`src/pmcc_cfg.svh`:
```
// Behaviour
// writing select code all-ones in FAST mode moves system clock to sub clock (SLOW)
// SLOW switch completes only once slow oscillator is stable; old clock kept meanwhile
// codes 000..110 from SLOW return to high-speed clock divided by 1..64
// return to FAST waits for fast oscillator restart, seen via stable flag
// halt with both idle enables low is the only way into SLEEP
// SLEEP stops all clocks except the watchdog on the slow oscillator
// halt with high enable 0, low enable 1 enters low-clock idle
// halt with both idle enables 1 enters dual-clock idle
// halt with high enable 1, low enable 0 enters high-clock idle
// power-down stops execution at halt and holds memory, registers, ports
// every halt entry sets power-down flag and clears timeout flag
// every halt entry clears watchdog counter, which then counts on
// wake on port A falling edge, system interrupt or watchdog overflow
// power-down flag cleared only by power-up or clear-watchdog
// watchdog wake sets timeout flag, resets only PC and stack pointer
// each port A pin has a wake enable; wake resumes after halt
// disabled interrupt or full stack: resume after halt, request stays pending
// enabled interrupt with free stack: normal interrupt response
// request already set before power-down is no wake source then
// after wake hold off operation until original oscillator is stable
// fast oscillator enable or frequency change clears then resets stable flag
// slow oscillator runs while watchdog is enabled even if low idle enable is 0
// CPU clock stays gated while down; all halt side effects in the accept cycle
`ifndef PMCC_CFG_SVH
`define PMCC_CFG_SVH
`define SEL_SUB      3'h7
`define SEL_RST      3'h0
`define ADDR_SCC     12'h000
`define ADDR_FOSC    12'h004
`define ADDR_STATUS  12'h008
`define ADDR_WAKE    12'h00C
`define FOSC_RST     3'h1
`define OSC_STABLE_NS 1000
`define NS_PER_CYC    50
`define OSC_CYC ((`OSC_STABLE_NS + `NS_PER_CYC - 1) / `NS_PER_CYC)
`endif

```
`src/pmcc_pkg.sv`:
```
package pmcc_pkg;
	typedef enum logic [2:0] {
		MODE_FAST,
		MODE_SLOW,
		MODE_SLEEP,
		MODE_IDLE_LOW,
		MODE_IDLE_DUAL,
		MODE_IDLE_HIGH
	} mode_t;
endpackage

```
`src/power_mode_clock_control.sv`:
```
`timescale 1ns/1ns
`default_nettype none
`include "pmcc_cfg.svh"
module power_mode_clock_control #(
	parameter int PINS    = 8,
	parameter int NIRQ    = 8,
	parameter int OSC_CYC = `OSC_CYC
) (
	// apb
	input  wire logic             pclk,
	input  wire logic             presetn,
	input  wire logic             psel,
	input  wire logic             penable,
	input  wire logic             pwrite,
	input  wire logic [11:0]      paddr,
	input  wire logic [31:0]      pwdata,
	output logic      [31:0]      prdata,
	output logic                  pready,
	output logic                  pslverr,
	// cpu core
	input  wire logic             halt_exec,
	input  wire logic             clr_wdt_exec,
	input  wire logic             stack_full,
	output logic                  cpu_clk_en,
	output logic                  pc_sp_reset,
	output logic                  irq_take,
	output logic [NIRQ-1:0]       irq_take_sel,
	// oscillators and watchdog
	input  wire logic             slow_osc_ready,
	input  wire logic             wdt_overflow,
	output logic                  fast_osc_run,
	output logic                  slow_osc_run,
	output logic                  sysclk_use_sub,
	output logic [2:0]            sysclk_div_sel,
	output logic                  high_speed_clock_en,
	output logic                  sub_clock_en,
	output logic                  wdt_clear,
	// wake sources
	input  wire logic [PINS-1:0]  porta_in,
	input  wire logic [NIRQ-1:0]  irq_req,
	input  wire logic [NIRQ-1:0]  irq_enable,
	// status
	output logic [2:0]            mode,
	output logic                  power_down_flag,
	output logic                  watchdog_timeout_flag
);
	pmcc_pkg::mode_t       mode_q;
	logic [2:0]            sysclk_select_q;
	logic                  high_osc_idle_enable_q;
	logic                  low_osc_idle_enable_q;
	logic                  fosc_en_q;
	logic [1:0]            fosc_freq_q;
	logic                  fast_osc_stable_flag_q;
	logic [15:0]           stab_cnt_q;
	logic [PINS-1:0]       porta_wake_enable_q;
	logic [PINS-1:0]       porta_prev_q;
	logic [NIRQ-1:0]       irq_masked_q;
	logic [NIRQ-1:0]       irq_wake_q;
	logic                  wake_hold_q;
	logic                  pd_q;
	logic                  to_q;
	logic                  wdt_clear_q;
	logic                  pcsp_q;
	logic                  take_q;
	logic [NIRQ-1:0]       take_sel_q;
	logic [31:0]           prdata_q;
	logic                  wr;
	logic                  rd;
	logic                  halt_ok;
	logic                  down;
	logic                  fosc_restart;
	logic [PINS-1:0]       pin_fall;
	logic [NIRQ-1:0]       new_irq;
	logic                  wake;

	function automatic logic [NIRQ-1:0] lowest(input logic [NIRQ-1:0] v);
		logic [NIRQ-1:0] r;
		r = '0;
		for (int i = NIRQ - 1; i >= 0; i--) begin
			if (v[i]) begin
				r = '0;
				r[i] = 1'b1;
			end
		end
		return r;
	endfunction

	assign wr      = psel && penable && pwrite;
	assign rd      = psel && !penable && !pwrite;
	assign pready  = 1'b1;
	assign pslverr = 1'b0;
	assign prdata  = prdata_q;
	// halt is only accepted while running normally
	assign halt_ok = halt_exec && !down && !wake_hold_q;
	assign down    = (mode_q != pmcc_pkg::MODE_FAST) && (mode_q != pmcc_pkg::MODE_SLOW);
	assign fosc_restart = wr && (paddr == `ADDR_FOSC)
		&& ((pwdata[0] && !fosc_en_q) || (pwdata[0] && pwdata[3:2] != fosc_freq_q));
	assign pin_fall = porta_wake_enable_q & porta_prev_q & ~porta_in;
	assign new_irq  = irq_req & ~irq_masked_q;
	assign wake     = down && (|pin_fall || |new_irq || wdt_overflow); // see R13 see R16

	// software registers
	always_ff @(posedge pclk or negedge presetn) begin
		if (!presetn) begin
			sysclk_select_q        <= `SEL_RST;
			high_osc_idle_enable_q <= 1'b0;
			low_osc_idle_enable_q  <= 1'b0;
			fosc_en_q              <= 1'b1;
			fosc_freq_q            <= 2'h0;
			porta_wake_enable_q    <= '0;
		end else if (wr) begin
			case (paddr)
				`ADDR_SCC: begin
					sysclk_select_q        <= pwdata[7:5];
					high_osc_idle_enable_q <= pwdata[1];
					low_osc_idle_enable_q  <= pwdata[0];
				end
				`ADDR_FOSC: begin
					fosc_en_q   <= pwdata[0];
					fosc_freq_q <= pwdata[3:2];
				end
				`ADDR_WAKE: porta_wake_enable_q <= pwdata[PINS-1:0];
				default: ;
			endcase
		end
	end

	always_ff @(posedge pclk or negedge presetn) begin
		if (!presetn) begin
			prdata_q <= 32'h0;
		end else if (rd) begin
			case (paddr)
				`ADDR_SCC:    prdata_q <= {24'h0, sysclk_select_q, 3'h0,
					high_osc_idle_enable_q, low_osc_idle_enable_q};
				`ADDR_FOSC:   prdata_q <= {28'h0, fosc_freq_q, fast_osc_stable_flag_q,
					fosc_en_q};
				`ADDR_STATUS: prdata_q <= {26'h0, wake_hold_q, to_q, pd_q, mode_q};
				`ADDR_WAKE:   prdata_q <= 32'(porta_wake_enable_q);
				default:      prdata_q <= 32'h0;
			endcase
		end
	end

	// fast oscillator stabilisation; the counter stands in for the analog settle time
	always_ff @(posedge pclk or negedge presetn) begin
		if (!presetn) begin
			stab_cnt_q             <= 16'(OSC_CYC);
			fast_osc_stable_flag_q <= 1'b0;
		end else if (fosc_restart || !fast_osc_run) begin
			stab_cnt_q             <= 16'(OSC_CYC); // see R21
			fast_osc_stable_flag_q <= 1'b0;
		end else if (stab_cnt_q != 16'h0) begin
			stab_cnt_q <= stab_cnt_q - 16'h1;
		end else begin
			fast_osc_stable_flag_q <= 1'b1;
		end
	end

	// operating mode
	always_ff @(posedge pclk or negedge presetn) begin
		if (!presetn) begin
			mode_q      <= pmcc_pkg::MODE_FAST;
			wake_hold_q <= 1'b0;
		end else if (halt_ok) begin
			case ({high_osc_idle_enable_q, low_osc_idle_enable_q})
				2'b00:   mode_q <= pmcc_pkg::MODE_SLEEP;     // see R5
				2'b01:   mode_q <= pmcc_pkg::MODE_IDLE_LOW;
				2'b11:   mode_q <= pmcc_pkg::MODE_IDLE_DUAL;
				default: mode_q <= pmcc_pkg::MODE_IDLE_HIGH;
			endcase
		end else if (wake) begin
			mode_q      <= (sysclk_select_q == `SEL_SUB) ? pmcc_pkg::MODE_SLOW
				: pmcc_pkg::MODE_FAST;
			wake_hold_q <= 1'b1;
		end else if (wake_hold_q) begin
			if (mode_q == pmcc_pkg::MODE_SLOW ? slow_osc_ready : fast_osc_stable_flag_q)
				wake_hold_q <= 1'b0;
		end else begin
			case (mode_q)
				pmcc_pkg::MODE_FAST:
					if (sysclk_select_q == `SEL_SUB && slow_osc_ready)
						mode_q <= pmcc_pkg::MODE_SLOW; // see R1
				pmcc_pkg::MODE_SLOW:
					if (sysclk_select_q != `SEL_SUB && fast_osc_stable_flag_q)
						mode_q <= pmcc_pkg::MODE_FAST; // see R3
				default: ;
			endcase
		end
	end

	// status flags: halt sets power-down, clear-watchdog clears it
	always_ff @(posedge pclk or negedge presetn) begin
		if (!presetn) begin
			pd_q <= 1'b0;
			to_q <= 1'b0;
		end else begin
			if (halt_ok)
				pd_q <= 1'b1;
			else if (clr_wdt_exec)
				pd_q <= 1'b0;
			if (halt_ok)
				to_q <= 1'b0;
			else if (down && wdt_overflow)
				to_q <= 1'b1;
		end
	end

	// wake sources, pulses toward the core
	always_ff @(posedge pclk or negedge presetn) begin
		if (!presetn) begin
			porta_prev_q <= '0;
			irq_masked_q <= '0;
			irq_wake_q   <= '0;
			wdt_clear_q  <= 1'b0;
			pcsp_q       <= 1'b0;
			take_q       <= 1'b0;
			take_sel_q   <= '0;
		end else begin
			porta_prev_q <= porta_in;
			if (halt_ok)
				irq_masked_q <= irq_req;
			wdt_clear_q  <= halt_ok || clr_wdt_exec;
			pcsp_q       <= wake && wdt_overflow;
			if (wake)
				irq_wake_q <= new_irq;
			// unserviceable requests simply stay in the controller
			take_q     <= wake && !wdt_overflow && |(new_irq & irq_enable) && !stack_full;
			take_sel_q <= lowest(new_irq & irq_enable); // see R17
		end
	end

	// clocks; cpu stays gated while down or waiting for stability
	assign cpu_clk_en          = !down && !wake_hold_q && !halt_ok; // see R10
	assign sysclk_use_sub      = (mode_q == pmcc_pkg::MODE_SLOW);
	assign sysclk_div_sel      = sysclk_select_q;
	// the select code alone must not keep it alive in sleep or low idle
	assign fast_osc_run        = fosc_en_q && (mode_q == pmcc_pkg::MODE_FAST
		|| mode_q == pmcc_pkg::MODE_IDLE_DUAL || mode_q == pmcc_pkg::MODE_IDLE_HIGH
		|| (mode_q == pmcc_pkg::MODE_SLOW && sysclk_select_q != `SEL_SUB)
		|| wake_hold_q); // see R6 see R7
	assign high_speed_clock_en = fast_osc_run && fast_osc_stable_flag_q;
	assign sub_clock_en        = !(mode_q == pmcc_pkg::MODE_SLEEP
		|| mode_q == pmcc_pkg::MODE_IDLE_HIGH); // see R6
	assign slow_osc_run        = 1'b1; // see R22
	assign wdt_clear           = wdt_clear_q;
	assign pc_sp_reset         = pcsp_q;
	assign irq_take            = take_q;
	assign irq_take_sel        = take_sel_q & {NIRQ{take_q}};
	assign mode                = mode_q;
	assign power_down_flag     = pd_q;
	assign watchdog_timeout_flag = to_q;
endmodule
`default_nettype wire

```
`config.mk`:
```
export PLATFORM = sky130hd
export DESIGN_NAME = power_mode_clock_control
export DESIGN_NICKNAME = d
export VERILOG_FILES = /design/src/pmcc_pkg.sv /design/src/power_mode_clock_control.sv
export VERILOG_INCLUDE_DIRS = /design/src
export SDC_FILE = /design/constraint.sdc
export NUM_CORES = 1
export LEC_CHECK = 0
export ABC_AREA = 1
export BUFFER_PORTS_ARGS = -buffer_cell sky130_fd_sc_hd__clkbuf_2
export CAP_MARGIN = 10
export CORE_MARGIN = 5
export CORE_UTILIZATION = 40
export DETAILED_ROUTE_END_ITERATION = 8
export PLACE_DENSITY = 0.66
export SYNTH_ARGS = -nofsm -noshare
export SYNTH_HDL_FRONTEND = slang
export SYNTH_SLANG_ARGS = --single-unit
```
`constraint.sdc`:
```
create_clock -name pclk -period 4.4 [get_ports pclk]
set_input_delay 0 -clock pclk [delete_from_list [all_inputs] [get_ports pclk]]
set_output_delay 0 -clock pclk [all_outputs]
set_load 0.01 [all_outputs]
```
Word level (Yosys, flattened, before mapping)
Cells that the tools add are included.
{ "classes": {"n_addsub": 1, "multipliers": 0, "div_mod_pow": 0, "magnitude_cmp": 0, "eq_ne": 17, "n_shift": 0, "n_mux": 29, "bitwise": 7, "n_reduce_logical": 60} }
{ "op_table": {"columns": ["op", "n"], "rows": [
  ["$mux 8", 8],
  ["$and 8x8->8", 5],
  ["$mux 16", 2],
  ["$pmux 8 s4", 1],
  ["$eq 12x4->1 const B", 2],
  ["$logic_and 1x1->1", 24],
  ["$reduce_or 8->1", 3],
  ["$not 8->8", 2],
  ["$reduce_bool 16->1", 1],
  ["$sub 16x1->16 const B", 1],
  ["$mux 3", 5],
  ["$eq 12x3->1 const B", 1],
  ["$logic_not 12->1", 1],
  ["$mux 1", 11],
  ["$logic_not 1->1", 10],
  ["$logic_or 1x1->1", 10],
  ["$eq 3x3->1 const B", 3],
  ["$pmux 3 s3", 1],
  ["$ne 3x1->1 const B", 2],
  ["$pmux 3 s2", 1],
  ["$reduce_and 2->1", 3],
  ["$reduce_bool 2->1", 3],
  ["$ne 4x1->1 const B", 1],
  ["$ne 4x4->1 const B", 1],
  ["other kinds (12)", 12]
]} }
{ "word_totals": {"regBits": 98, "latchBits": 0, "mem_bits_rw": 0, "rom_bits": 0, "input_bits": 78, "out_inout_bits": 59, "n_memories": 0} }

Depth between registers and ports, before layout
Gate-level depths: netlist (run 1).
{ "depth": {"depth_word": 11, "ltp_mapped": 12, "ltp_nobuf": 12} }

Worst setup path before layout (run 1)
OpenSTA, ideal clock, no wires.
{ "synth_path": {"kind": "reg2reg", "start": "reg mode_q[2], in the netlist mode[2]", "end": "reg stab_cnt_q[15]", "setup_ps": 86, "arrival_ps": 1367, "slack_ps": 2947, "path_stages_with_launch": 8, "n_path_buf": 1, "synth_period_minus_slack_ps": 1453, "cell_sequence": "dfrtp_1 > inv_1 > nand2_1 > o21ai_1 > a21oi_1 > nand2_1 > buf_4 > nor3_1"} }
{ "synth_via": {"elab_chain_cells": 9} }
{ "synth_lines": {"columns": ["element", "line_no", "text"], "rows": [
  ["start: declaration", "power_mode_clock_control.sv:47", "pmcc_pkg::mode_t mode_q;"],
  ["start signal: assignment", "power_mode_clock_control.sv:162", "mode_q <= pmcc_pkg::MODE_FAST;"],
  ["start signal: assignment", "power_mode_clock_control.sv:166", "2'b00: mode_q <= pmcc_pkg::MODE_SLEEP;"],
  ["start signal: assignment", "power_mode_clock_control.sv:167", "2'b01: mode_q <= pmcc_pkg::MODE_IDLE_LOW;"],
  ["$eq 3x3->1 / $logic_not 3->1 (equally long branches)", "power_mode_clock_control.sv:238, power_mode_clock_control.sv:237", null],
  ["$logic_or 1x1->1 (2 in series)", "power_mode_clock_control.sv:238", "|| mode_q == pmcc_pkg::MODE_IDLE_DUAL || mode_q == pmcc_pkg::MODE_IDLE_HIGH"],
  ["$logic_or 1x1->1 * (2 in series)", "power_mode_clock_control.sv:237", "assign fast_osc_run = fosc_en_q && (mode_q == pmcc_pkg::MODE_FAST"],
  ["$logic_and 1x1->1 *", "power_mode_clock_control.sv:237", null],
  ["net fast_osc_run", "power_mode_clock_control.sv:31", "output logic fast_osc_run,"],
  ["$logic_not 1->1 *", "power_mode_clock_control.sv:149", "end else if (fosc_restart || !fast_osc_run) begin"],
  ["$logic_or 1x1->1 *", "power_mode_clock_control.sv:149", null],
  ["$mux 16 / $reduce_bool 2->1 (equally long branches)", null, null],
  ["end signal: assignment", "power_mode_clock_control.sv:147", "stab_cnt_q <= 16'(OSC_CYC);"],
  ["end signal: assignment", "power_mode_clock_control.sv:150", "stab_cnt_q <= 16'(OSC_CYC);"],
  ["end signal: assignment", "power_mode_clock_control.sv:153", "stab_cnt_q <= stab_cnt_q - 16'h1;"],
  ["end: declaration", "power_mode_clock_control.sv:54", "logic [15:0] stab_cnt_q;"]
]} }
The timed path passes the listed nets; every way through them passes the cells marked *.
A chain may end at the register's enable or synchronous reset.

Worst setup path in the final report (run 1)
{ "layout_path": {"start": "reg mode_q[1], in the netlist mode[1]", "end": "reg mode_q[0], in the netlist mode[0]"} }
{ "layout_via": {"elab_chain_cells": 7} }
{ "layout_lines": {"columns": ["element", "line_no", "text"], "rows": [
  ["$ne 3x1->1 / $reduce_bool 3->1 (equally long branches)", "power_mode_clock_control.sv:95", "assign down = (mode_q != pmcc_pkg::MODE_FAST) && (mode_q != pmcc_pkg::MODE_SLOW);"],
  ["$logic_and 1x1->1", "power_mode_clock_control.sv:95", null],
  ["$logic_not 1->1", "power_mode_clock_control.sv:94", "assign halt_ok = halt_exec && !down && !wake_hold_q;"],
  ["$logic_and 1x1->1 (2 in series)", "power_mode_clock_control.sv:94", null],
  ["$ne 4x4->1 (no line), or another cell as far along", null, null],
  ["$reduce_and 4->1 (no line)", null, null]
]} }
Several ways; a longest one is shown, not always the timed one. The select of a mux whose other input is x is not followed.

==> qor.yml, run 1 <==
status: "finished with violations"
violations: "hold timing"
worstPathMaxFanout: 18
synth_fa_ha_area_frac: 0.0191
rsz0062_at_grt: "no"
final_cell_count_no_fill: 750
vias: 3425
track_usage: 0.172
fillCellCount: 955
yosys.area.top_type_share: 0.452
synth-compound-area-share: 0.0818
die_w_um: 109
ys_warn_count: 0
worst_slew_pin_slew_ns: 0.918
leakage_nw: 2.66
grt_max_degree: 75
coreArea_um2: 9680
hold_violations: 1
ant_nets: 0
final_area_um2: 5030
clk_pin_slew_ns: 0.08
critPathKind: "reg -> reg"
grt_pass1_vias: 3372
dpl.hpwl_um: 7170
cts_tree: "built"
synthXorXnorAreaFrac: 0.0334
synth_enable_flop_cells: 0
dp.cells: 695
port_buffers: 85
crit_arrival_ns: 2.17
clock-sinks: 74
place_area_um2: 4390
critPathLaunchType: "flip-flop"
register_area_um2: 1860
yosysTopAreaCell: "dfrtp_1"
drt_iter0_markers: 172
cts.path.max_buffers: 2
muxShareOfSynthArea: 0
design.die.area_um2: 11900
max_slew_margin: 0.388
grt_antenna_before_repair: 0
grt-ovfl-total: 0
synth_cells: 483
first_pass_iters: 4
syn_avg_cell_area_um2: 8.14
fin_tns_setup_ns: 0
worstSkewPairLatency_ns: 0.36
rows: 36
maxCapViolCount: 0
vias_per_cell: 4.57
htreeDepth: 3
antenna_cells: 0
multi_input_area_um2: 1710
drt-total-wl_um: 9520
power.density_nw_per_um2: 470
nNetsFinal: 696
min_period_ns: 1.87
syn2layout_area_growth_pct: 27.8
numCtsBuffers: 9
setup-violations-final: 0
layout-drive-gt1-share: 0.211
gp_congestion: 0.886
synthTopCellsByArea: "dfrtp_1 (45%), nand2_1 (11%), buf_4 (5.3%), inv_1 (5.1%), nor2_1 (5.0%)"
power_mw: 2.36
grt_pass1_wl_um: 15700
synth_top_family_by_area: "simple AND/OR/NAND/NOR gates"
max_freq_mhz: 535
synth_commonest_cells: "nand2_1 (112), dfrtp_1 (71), inv_1 (53)"
ir_drop_mv: 0.183
die_h_um: 109
post_cts_buffers: 0
synth-async-reset-ratio: 1.00
pin_count: 137
synth_most_common_cell: "nand2_1"
worst_ep_required_time_ns: 4.70
ys_seq_area_frac: 0.472
synth_area_um2: 3930
synth.distinct_cells: 38
slew_viol_final: 0
wire_per_inst_um: 12.7
synth_flop_cell: "dfrtp_1"
drcViolationCount: 0
synth_simple_gate_area_frac: 0.275
worst_hold_slack_ns: -0.000432
cts_root_buf: "clkbuf_8"
initial_core_util: 0.406
hp-class: "in -> reg"
finClkSkew_ns: 0.00882
ys_ff_latch: 74
fin_crit_sh: 0.425
end_kind: "flip-flop"
## worst max-delay path, cell delays in order (launching register included)
cell and delay (ns):
dfrtp_1 0.44, inv_1 0.16, nand3_1 0.16, nand2_1 0.19, nand3_2 0.18, inv_2 0.29
nor2_1 0.13, a21oi_1 0.17, nand2_1 0.07, nand2_1 0.05
## cell families after synthesis
logic type,Yosys count
buf+inv,92
other cells,2
flops,74
fa+ha+maj,6
compound gates,53
simple gates,241
xor+xnor,15
## worst paths after layout
| check | start | to | slack (ns) | cells past startpoint |
|---|---|---|---|---|
| max | mode[1] | mode[0] | 2.53 | 9 |
| min | pwrite | prdata[6] | -0.0004 | 4 |
| max reg2reg | mode[1] | mode[0] | 2.53 | 9 |
| min reg2reg | prdata[0] | prdata[0] | 0.48 | 2 |
| max in group asynchronous | presetn | porta_prev_q[0] | 3.42 | 3 |
| min in group asynchronous | presetn | stab_cnt_q[15] | 0.40 | 3 |
## per-stage QoR
step                setup WS (ns)  hold slack [ns]  utilization
detailed placement           2.39            0.123        0.453
global placement             2.47            0.121        0.453
floorplan                    2.95           -0.296            -
CTS                          2.54         0.000971        0.519
finish                       2.53        -0.000432        0.519
global route                 2.30           0.0181        0.519
## final cells by class
cell class / count / share of cell area
well taps: 133 / 0.0331
repair buffers: 125 / 0.164
inverters: 60 / 0.0448
clock inverters: 4 / 0.0197
flip-flops and latches: 74 / 0.369
clock buffers: 12 / 0.0289
multi-input cells: 342 / 0.341
## placed cells by master, fill, tap and decap left out, drive strengths merged, types with 5 or more instances in the layout
cell / n
conb: 27
o21ai: 37
nand2: 116
nor2: 56
dfrtp: 71
ha: 6
xor2: 6
nand3: 33
dlygate4sd3: 39
nor3: 22
nand3b: 6
inv: 60
xnor2: 9
clkbuf: 96
a21oi: 5
## flip-flops by register name (all words and copies together) (netlist names), 2 cells and up
name,count
mode,3
prdata,8
irq_masked_q,8
porta_wake_enable_q,8
fosc_freq_q,2
sysclk_div_sel,3
porta_prev_q,8
stab_cnt_q,16
take_sel_q,8
## report_power, final
| group | internal (mW) | switching, mW |
|---|---|---|
| registers | 0.842 | 0.118 |
| logic | 0.296 | 0.456 |
| clock network | 0.394 | 0.257 |
| total | 1.53 | 0.831 |
## layer usage
metal	vias up	wire, um	global-route usage
li1	1748	-	-
met1	1557	4270	0.220
met2	106	4400	0.284
met3	14	688	0.0379
met4	0	168	0.0676
met5	-	0	0
## timing repair
action	in CTS	in global routing
hold buffers	39	0
hold endpoints to repair	114	0
gates resized for setup	0	0
No activity file was read; power rests on OpenSTA's default activity.
==> run 2: changes to the inputs <==
Settings changed: PLACE_DENSITY 0.66 to 0.69.
Clock period 4.4 ns to 1.6 ns, I/O delays scaled along.
==> qor.yml, run 2 (synthesized netlist as in run 1, its figures left out) <==
coreArea_um2: 9680  # unchanged
cts.path.max_buffers: 2  # unchanged
drcViolationCount: 0  # unchanged
finClkSkew_ns: 0.00913  # +0.000306 ns
final_common_cell: "nand2_1"
hold_start: "psel"
grt_max_degree: 25  # -67%
worst_hold_slack_ns: 0.0315  # +0.0319 ns
first_pass_iters: 4  # unchanged
syn2layout_area_growth_pct: 34.5
final_cell_count_no_fill: 775  # +3.3%
critPathKind: "reg -> reg"
rsz0062_at_grt: "yes"
grt_pass1_vias: 3594  # +6.6%
drt_iter0_markers: 113  # -34%
die_w_um: 109  # unchanged
max_freq_mhz: 657  # +23%
dpl.hpwl_um: 7680  # +7.1%
clock-sinks: 74  # unchanged
slowest_delay_ns: 0.54  # +0.10 ns
cts_tree: "built"
vias_per_cell: 4.65  # +1.8%
fin_crit_sh: 0.951  # +0.526
grt_pass1_wl_um: 16400  # +4.6%
critPathLaunchType: "flip-flop"
regMostFlops: "stab_cnt_q"
crit_family: "buffers and inverters"
leakage_nw: 2.79  # +4.9%
worstSkewPairLatency_ns: 0.35  # about the same
port_buffers: 85  # unchanged
hp-class: "in -> reg"
setup-violations-final: 0  # unchanged
r2r-start: "irq_masked_q[3]"
status: "finished, final reports clean"
maxCapViolCount: 0  # unchanged
max_slew_margin: 0.581  # +0.193
power_mw: 6.59  # +180%
slew_viol_final: 0  # unchanged
worstPathMaxFanout: 4  # -14
slowest_stage: "dlygate4sd3_1"
worst_ep_required_time_ns: 1.85  # -2.85 ns
htreeDepth: 3  # unchanged
r2r_end: "take_sel_q[6]"
rows: 36  # unchanged
layout-drive-gt1-share: 0.279  # +0.0681
ant_nets: 0  # unchanged
fin_tns_setup_ns: 0  # unchanged
initial_core_util: 0.406  # unchanged
hold_violations: 0  # -1
worst_slew_pin_slew_ns: 0.629  # -0.289 ns
largest_register_ffs: 16  # unchanged
hold_path_depth: 5  # +1
grt-ovfl-total: 0  # unchanged
antenna_cells: 0  # unchanged
r2r_slack_ns: 0.08  # -2.45 ns
cp_num_buf_inv: 1  # -1
hold-path-endpoint: "prdata[6]"
vias: 3603  # +5.2%
track_usage: 0.178  # +0.00519
wire_per_inst_um: 13.2  # +4.4%
end_kind: "flip-flop"
cts_root_buf: "clkbuf_8"
gp_congestion: 0.857  # -3.3%
ir_drop_mv: 0.478  # +160%
design.die.area_um2: 11900  # unchanged
pin_count: 137  # unchanged
clk_pin_slew_ns: 0.08  # about the same
crit_arrival_ns: 1.77  # -0.40 ns
power.density_nw_per_um2: 1250  # +170%
crit_chain: "nor2_1, nand2_1, nand4_1, nor3_1, dlygate4sd3_1"
drt-total-wl_um: 10300  # +7.8%
r2r_cells: 5  # -4
grt_antenna_before_repair: 0  # unchanged
nNetsFinal: 721  # +3.6%
dp.cells: 710  # +2.2%
final_cell_mix: "nand2_1 (109), clkbuf_2 (83), dfrtp_1 (70)"
die_h_um: 109  # unchanged
numCtsBuffers: 9  # unchanged
min_period_ns: 1.52  # -0.347 ns
-- run 2: cell types whose count changed in the layout (fill, tap and decap cells not counted), sizes merged --
cell         previous run  this run
buf                     2        27
bufinv                  3         1
clkbuf                 96        94
clkinv                  1         3
clkinvlp                0         1
dlygate4sd3            39        40
-- run 2: worst max path at each step --
| stage | from | end | slack [ns] | depth (start not counted) |
|---|---|---|---|---|
| after global routing | stab_cnt_q[9] | stab_cnt_q[15] | -0.06 | 6 |
| after floorplan | mode[2] | stab_cnt_q[15] | 0.15 | 7 |
| final | irq_masked_q[3] | take_sel_q[6] | 0.08 | 5 |
| after global placement | stab_cnt_q[0] | stab_cnt_q[12] | 0.08 | 8 |
| after CTS | mode[0] | high_speed_clock_en | 0.003 | 7 |
| after detailed placement | stab_cnt_q[0] | stab_cnt_q[12] | 0.02 | 8 |
-- run 2: worst min-delay path, stage by stage --
cell and delay, ns:
clkbuf_2 0.12, inv_1 0.06, nor3_1 0.06, nand2_1 0.06, nand2_1 0.05
-- run 2: layout make-up --
class	count	area [um2]
fillers	880	4400
flip-flops and latches	74	1860
multi-input cells	342	1780
repair buffers	150	1050
inverters	60	225
well taps	133	166
clock buffers	11	141
clock inverters	5	63.8
-- run 2: routing by layer --
| layer | global-route usage | wire [um] | vias up | part of all wire |
|---|---|---|---|---|
| li1 | - | - | 1788 | - |
| met1 | 0.221 | 4460 | 1690 | 0.43 |
| met2 | 0.299 | 4980 | 104 | 0.49 |
| met3 | 0.0332 | 586 | 21 | 0.057 |
| met4 | 0.0794 | 242 | 0 | 0.024 |
| met5 | 0 | 0 | - | 0 |
-- run 2: where the power goes --
group	switching [mW]	total (mW)	internal (mW)
combinational	1.39	2.41	1.02
clock	0.716	1.49	0.771
sequential	0.376	2.70	2.32
-- run 2: metrics by stage --
stage	utilization	setup WS [ns]	cell area, um2
6_report	0.546	0.0780	5290
5_1_grt	0.546	-0.0598	5290
4_1_cts	0.533	0.00332	5160
3_5_place_dp	0.469	0.0225	4540
3_3_place_gp	0.469	0.0751	4540
2_1_floorplan	-	0.147	4030
-- run 2: timing repair --
| action | CTS | global route |
|---|---|---|
| pin swaps | 0 | 7 |
| endpoints found under the setup margin | 2 | 10 |
| hold buffers | 40 | 0 |
| resized for setup | 2 | 26 |
| endpoints found under the hold margin | 62 | 0 |
| setup buffers | 0 | 9 |
==> run 3: changes to the inputs <==
Settings changed: ABC_AREA 1 to not set.
==> qor.yml, run 3 <==
netSwitchingFraction: 0.272  # -0.104
first_pass_iters: 4  # unchanged
pin_count: 137  # unchanged
design.die.area_um2: 11400  # -4.5%
clock-sinks: 74  # unchanged
yosysTopAreaCell: "dfrtp_1"
final_cell_mix: "clkbuf_2 (83), dfrtp_1 (69), buf_4 (42)"
numCtsBuffers: 9  # unchanged
finClkSkew_ns: 0.00752  # -0.00161 ns
grt_pass1_wl_um: 14900  # -8.8%
clk_pin_slew_ns: 0.08  # about the same
place_ws_ns: -0.0691  # -0.0916 ns
largest_register_ffs: 16  # unchanged
status: "finished with violations"
ys_warn_count: 0  # unchanged
syn2layout_area_growth_pct: 41.7
place_area_um2: 4550  # +0.25%
vias: 3165  # -12%
fin_crit_sh: 1.02  # +0.0717
ir_drop_mv: 0.353  # -26%
die_w_um: 107  # -2.3%
ys_seq_area_frac: 0.496  # +0.0245
drt-total-wl_um: 9350  # -8.9%
worstPathMaxFanout: 3  # -1
synth_commonest_cells: "dfrtp_1 (71), nor2_1 (33), nand2_1 (32)"
drcViolationCount: 0  # unchanged
port_buffers: 85  # unchanged
grt_antenna_before_repair: 0  # unchanged
synth-async-reset-ratio: 1.00  # unchanged
dpl.hpwl_um: 6790  # -12%
final_common_cell: "clkbuf_2"
crit_arrival_ns: 1.64  # -0.13 ns
synthXorXnorAreaFrac: 0.0305  # -0.00295
setup-violations-final: 3  # +3
final_area_um2: 5300  # +0.14%
synth_cells: 355  # -27%
hp-class: "in -> reg"
regMostFlops: "stab_cnt_q"
power_switching_mw: 1.12  # -55%
r2r_cells: 5  # unchanged
syn_avg_cell_area_um2: 10.5  # +29%
synth_simple_gate_area_frac: 0.192  # -0.0831
final_cell_count_no_fill: 640  # -17%
multi_input_area_um2: 1910  # +7.2%
grt_pass1_vias: 3190  # -11%
drt_iter0_markers: 121  # +7.1%
power.density_nw_per_um2: 776  # -38%
worst_ep_required_time_ns: 1.60  # -0.25 ns
cts_tree: "built"
vias_per_cell: 4.95  # +6.4%
die_h_um: 107  # -2.3%
synth.distinct_cells: 50  # +32%
slew_viol_final: 0  # unchanged
ys_ff_latch: 74  # unchanged
gp_congestion: 0.821  # -4.3%
synth-compound-area-share: 0.0877  # +0.00592
cts_root_buf: "clkbuf_8"
yosys.area.top_type_share: 0.475  # +0.0234
register_area_um2: 1860  # about the same
dp.cells: 583  # -18%
cts.path.max_buffers: 2  # unchanged
grt-ovfl-total: 0  # unchanged
synthTopCellsByArea: "dfrtp_1 (48%), mux2_2 (7.5%), buf_4 (5.4%), nor2_1 (3.3%), nand2_1 (3.2%)"
grt_max_degree: 75  # +200%
track_usage: 0.165  # -0.0125
ant_nets: 0  # unchanged
synth_flop_cell: "dfrtp_1"
critPathLaunchType: "flip-flop"
leakage_nw: 2.51  # -10%
initial_core_util: 0.407  # +0.000458
setup_ws_ns: -0.0368  # -0.115 ns
synth_top_family_by_area: "simple AND/OR/NAND/NOR gates"
hold_path_depth: 3  # -2
power_frac_clock: 0.310  # +0.084
rows: 35  # -2.8%
final_util: 0.576  # +0.0298
synth_most_common_cell: "dfrtp_1"
antenna_cells: 0  # unchanged
critPathKind: "reg -> out"
fillCellCount: 763  # -13%
rsz0062_at_grt: "yes"
comb_power_share: 0.174  # -0.192
coreArea_um2: 9200  # -5.0%
nNetsFinal: 608  # -16%
p_int_mw: 2.99  # -27%
seq_power_share: 0.515  # +0.106
max_freq_mhz: 611  # -7.0%
violations: "setup timing"
end_kind: "primary output"
min_period_ns: 1.64  # +0.115 ns
htreeDepth: 3  # unchanged
maxCapViolCount: 0  # unchanged
r2r_slack_ns: -0.03  # -0.11 ns
worstSkewPairLatency_ns: 0.34  # about the same
muxShareOfSynthArea: 0.0981  # +0.0981
wire_per_inst_um: 14.6  # +10%
synth_enable_flop_cells: 0  # unchanged
synth_fa_ha_area_frac: 0.0201  # +0.000990
worst_hold_slack_ns: 0.0289  # -0.00254 ns
hold_violations: 0  # unchanged
layout-drive-gt1-share: 0.403  # +0.124
synth_area_um2: 3740  # -4.9%
==> run 3: cell types whose count changed in the layout (fill, tap and decap cells not counted), moves of 14 or more <==
cell / delta
inv_1: -37
mux2_2: +25
buf_4: +20
nand3_1: -27
nand2_1: -79
o21ai_1: -14
==> run 3: worst paths after layout <==
check | startpoint | to
min in group asynchronous | presetn | porta_prev_q[2]
setup / recovery | sysclk_div_sel[1] | high_speed_clock_en
hold / removal | irq_enable[4] | take_sel_q[5]
max in group asynchronous | presetn | stab_cnt_q[2]
hold reg to reg | prdata[5] | prdata[5]
setup reg to reg | porta_wake_enable_q[5] | mode[0]
==> run 3: cells by family after synthesis <==
| kind of cell | after synthesis |
|---|---|
| DFF | 74 |
| other | 2 |
| xor gates and xnor gates | 13 |
| muxes | 31 |
| buffers and inverters | 44 |
| AOI/OAI and AO/OA | 48 |
| adders and majority gates | 6 |
| and+or+nand+nor | 137 |
==> run 3: power by group through the flow <==
stage	Sequential (mW)	Combinational, mW	Clock, mW
3_5_place_dp	2.15	0.596	0
2_1_floorplan	2.14	0.382	0
6_report	2.12	0.716	1.28
3_3_place_gp	2.14	0.577	0
5_1_grt	2.14	0.791	1.40
4_1_cts	2.11	0.684	1.32
==> run 3: worst max-delay path: stages (launching register included) <==
cell	delay, ns
dfrtp_1	0.36
and3_4	0.23
a31oi_4	0.09
o21a_1	0.21
buf_4	0.14
and2_4	0.15
buf_6	0.11
==> run 3: stage by stage <==
stage               power (mW)  setup TNS, ns
global route              4.33         -0.734
floorplan                 2.52        -0.0124
global placement          2.72        -0.0529
finish                    4.11        -0.0784
detailed placement        2.74         -0.582
CTS                       4.11         -0.110
==> run 3: layer usage <==
layer  vias to the layer above  part of all wire  global-route usage  wire length [um]
li1                       1525                 -                   -                 -
met1                      1526              0.41               0.205              3880
met2                        97              0.51               0.278              4730
met3                        17             0.058              0.0361               544
met4                         0             0.021              0.0676               201
met5                         -                 0                   0                 0
==> run 3: repair_timing <==
action	in CTS	in global routing
pin swaps	2	15
endpoints found under the hold margin	118	0
setup endpoints to repair	6	25
resized for setup	10	28
buffers inserted	2	2
gates cloned	0	0
hold buffers	37	0
==> run 3: final cells by class <==
| cell class | count | share of cell area |
|---|---|---|
| clock inverters | 5 | 0.00591 |
| multi-input cells | 262 | 0.361 |
| clock buffers | 11 | 0.0267 |
| inverters | 10 | 0.00709 |
| well taps | 111 | 0.0262 |
| repair buffers | 167 | 0.222 |
| flip-flops and latches | 74 | 0.351 |
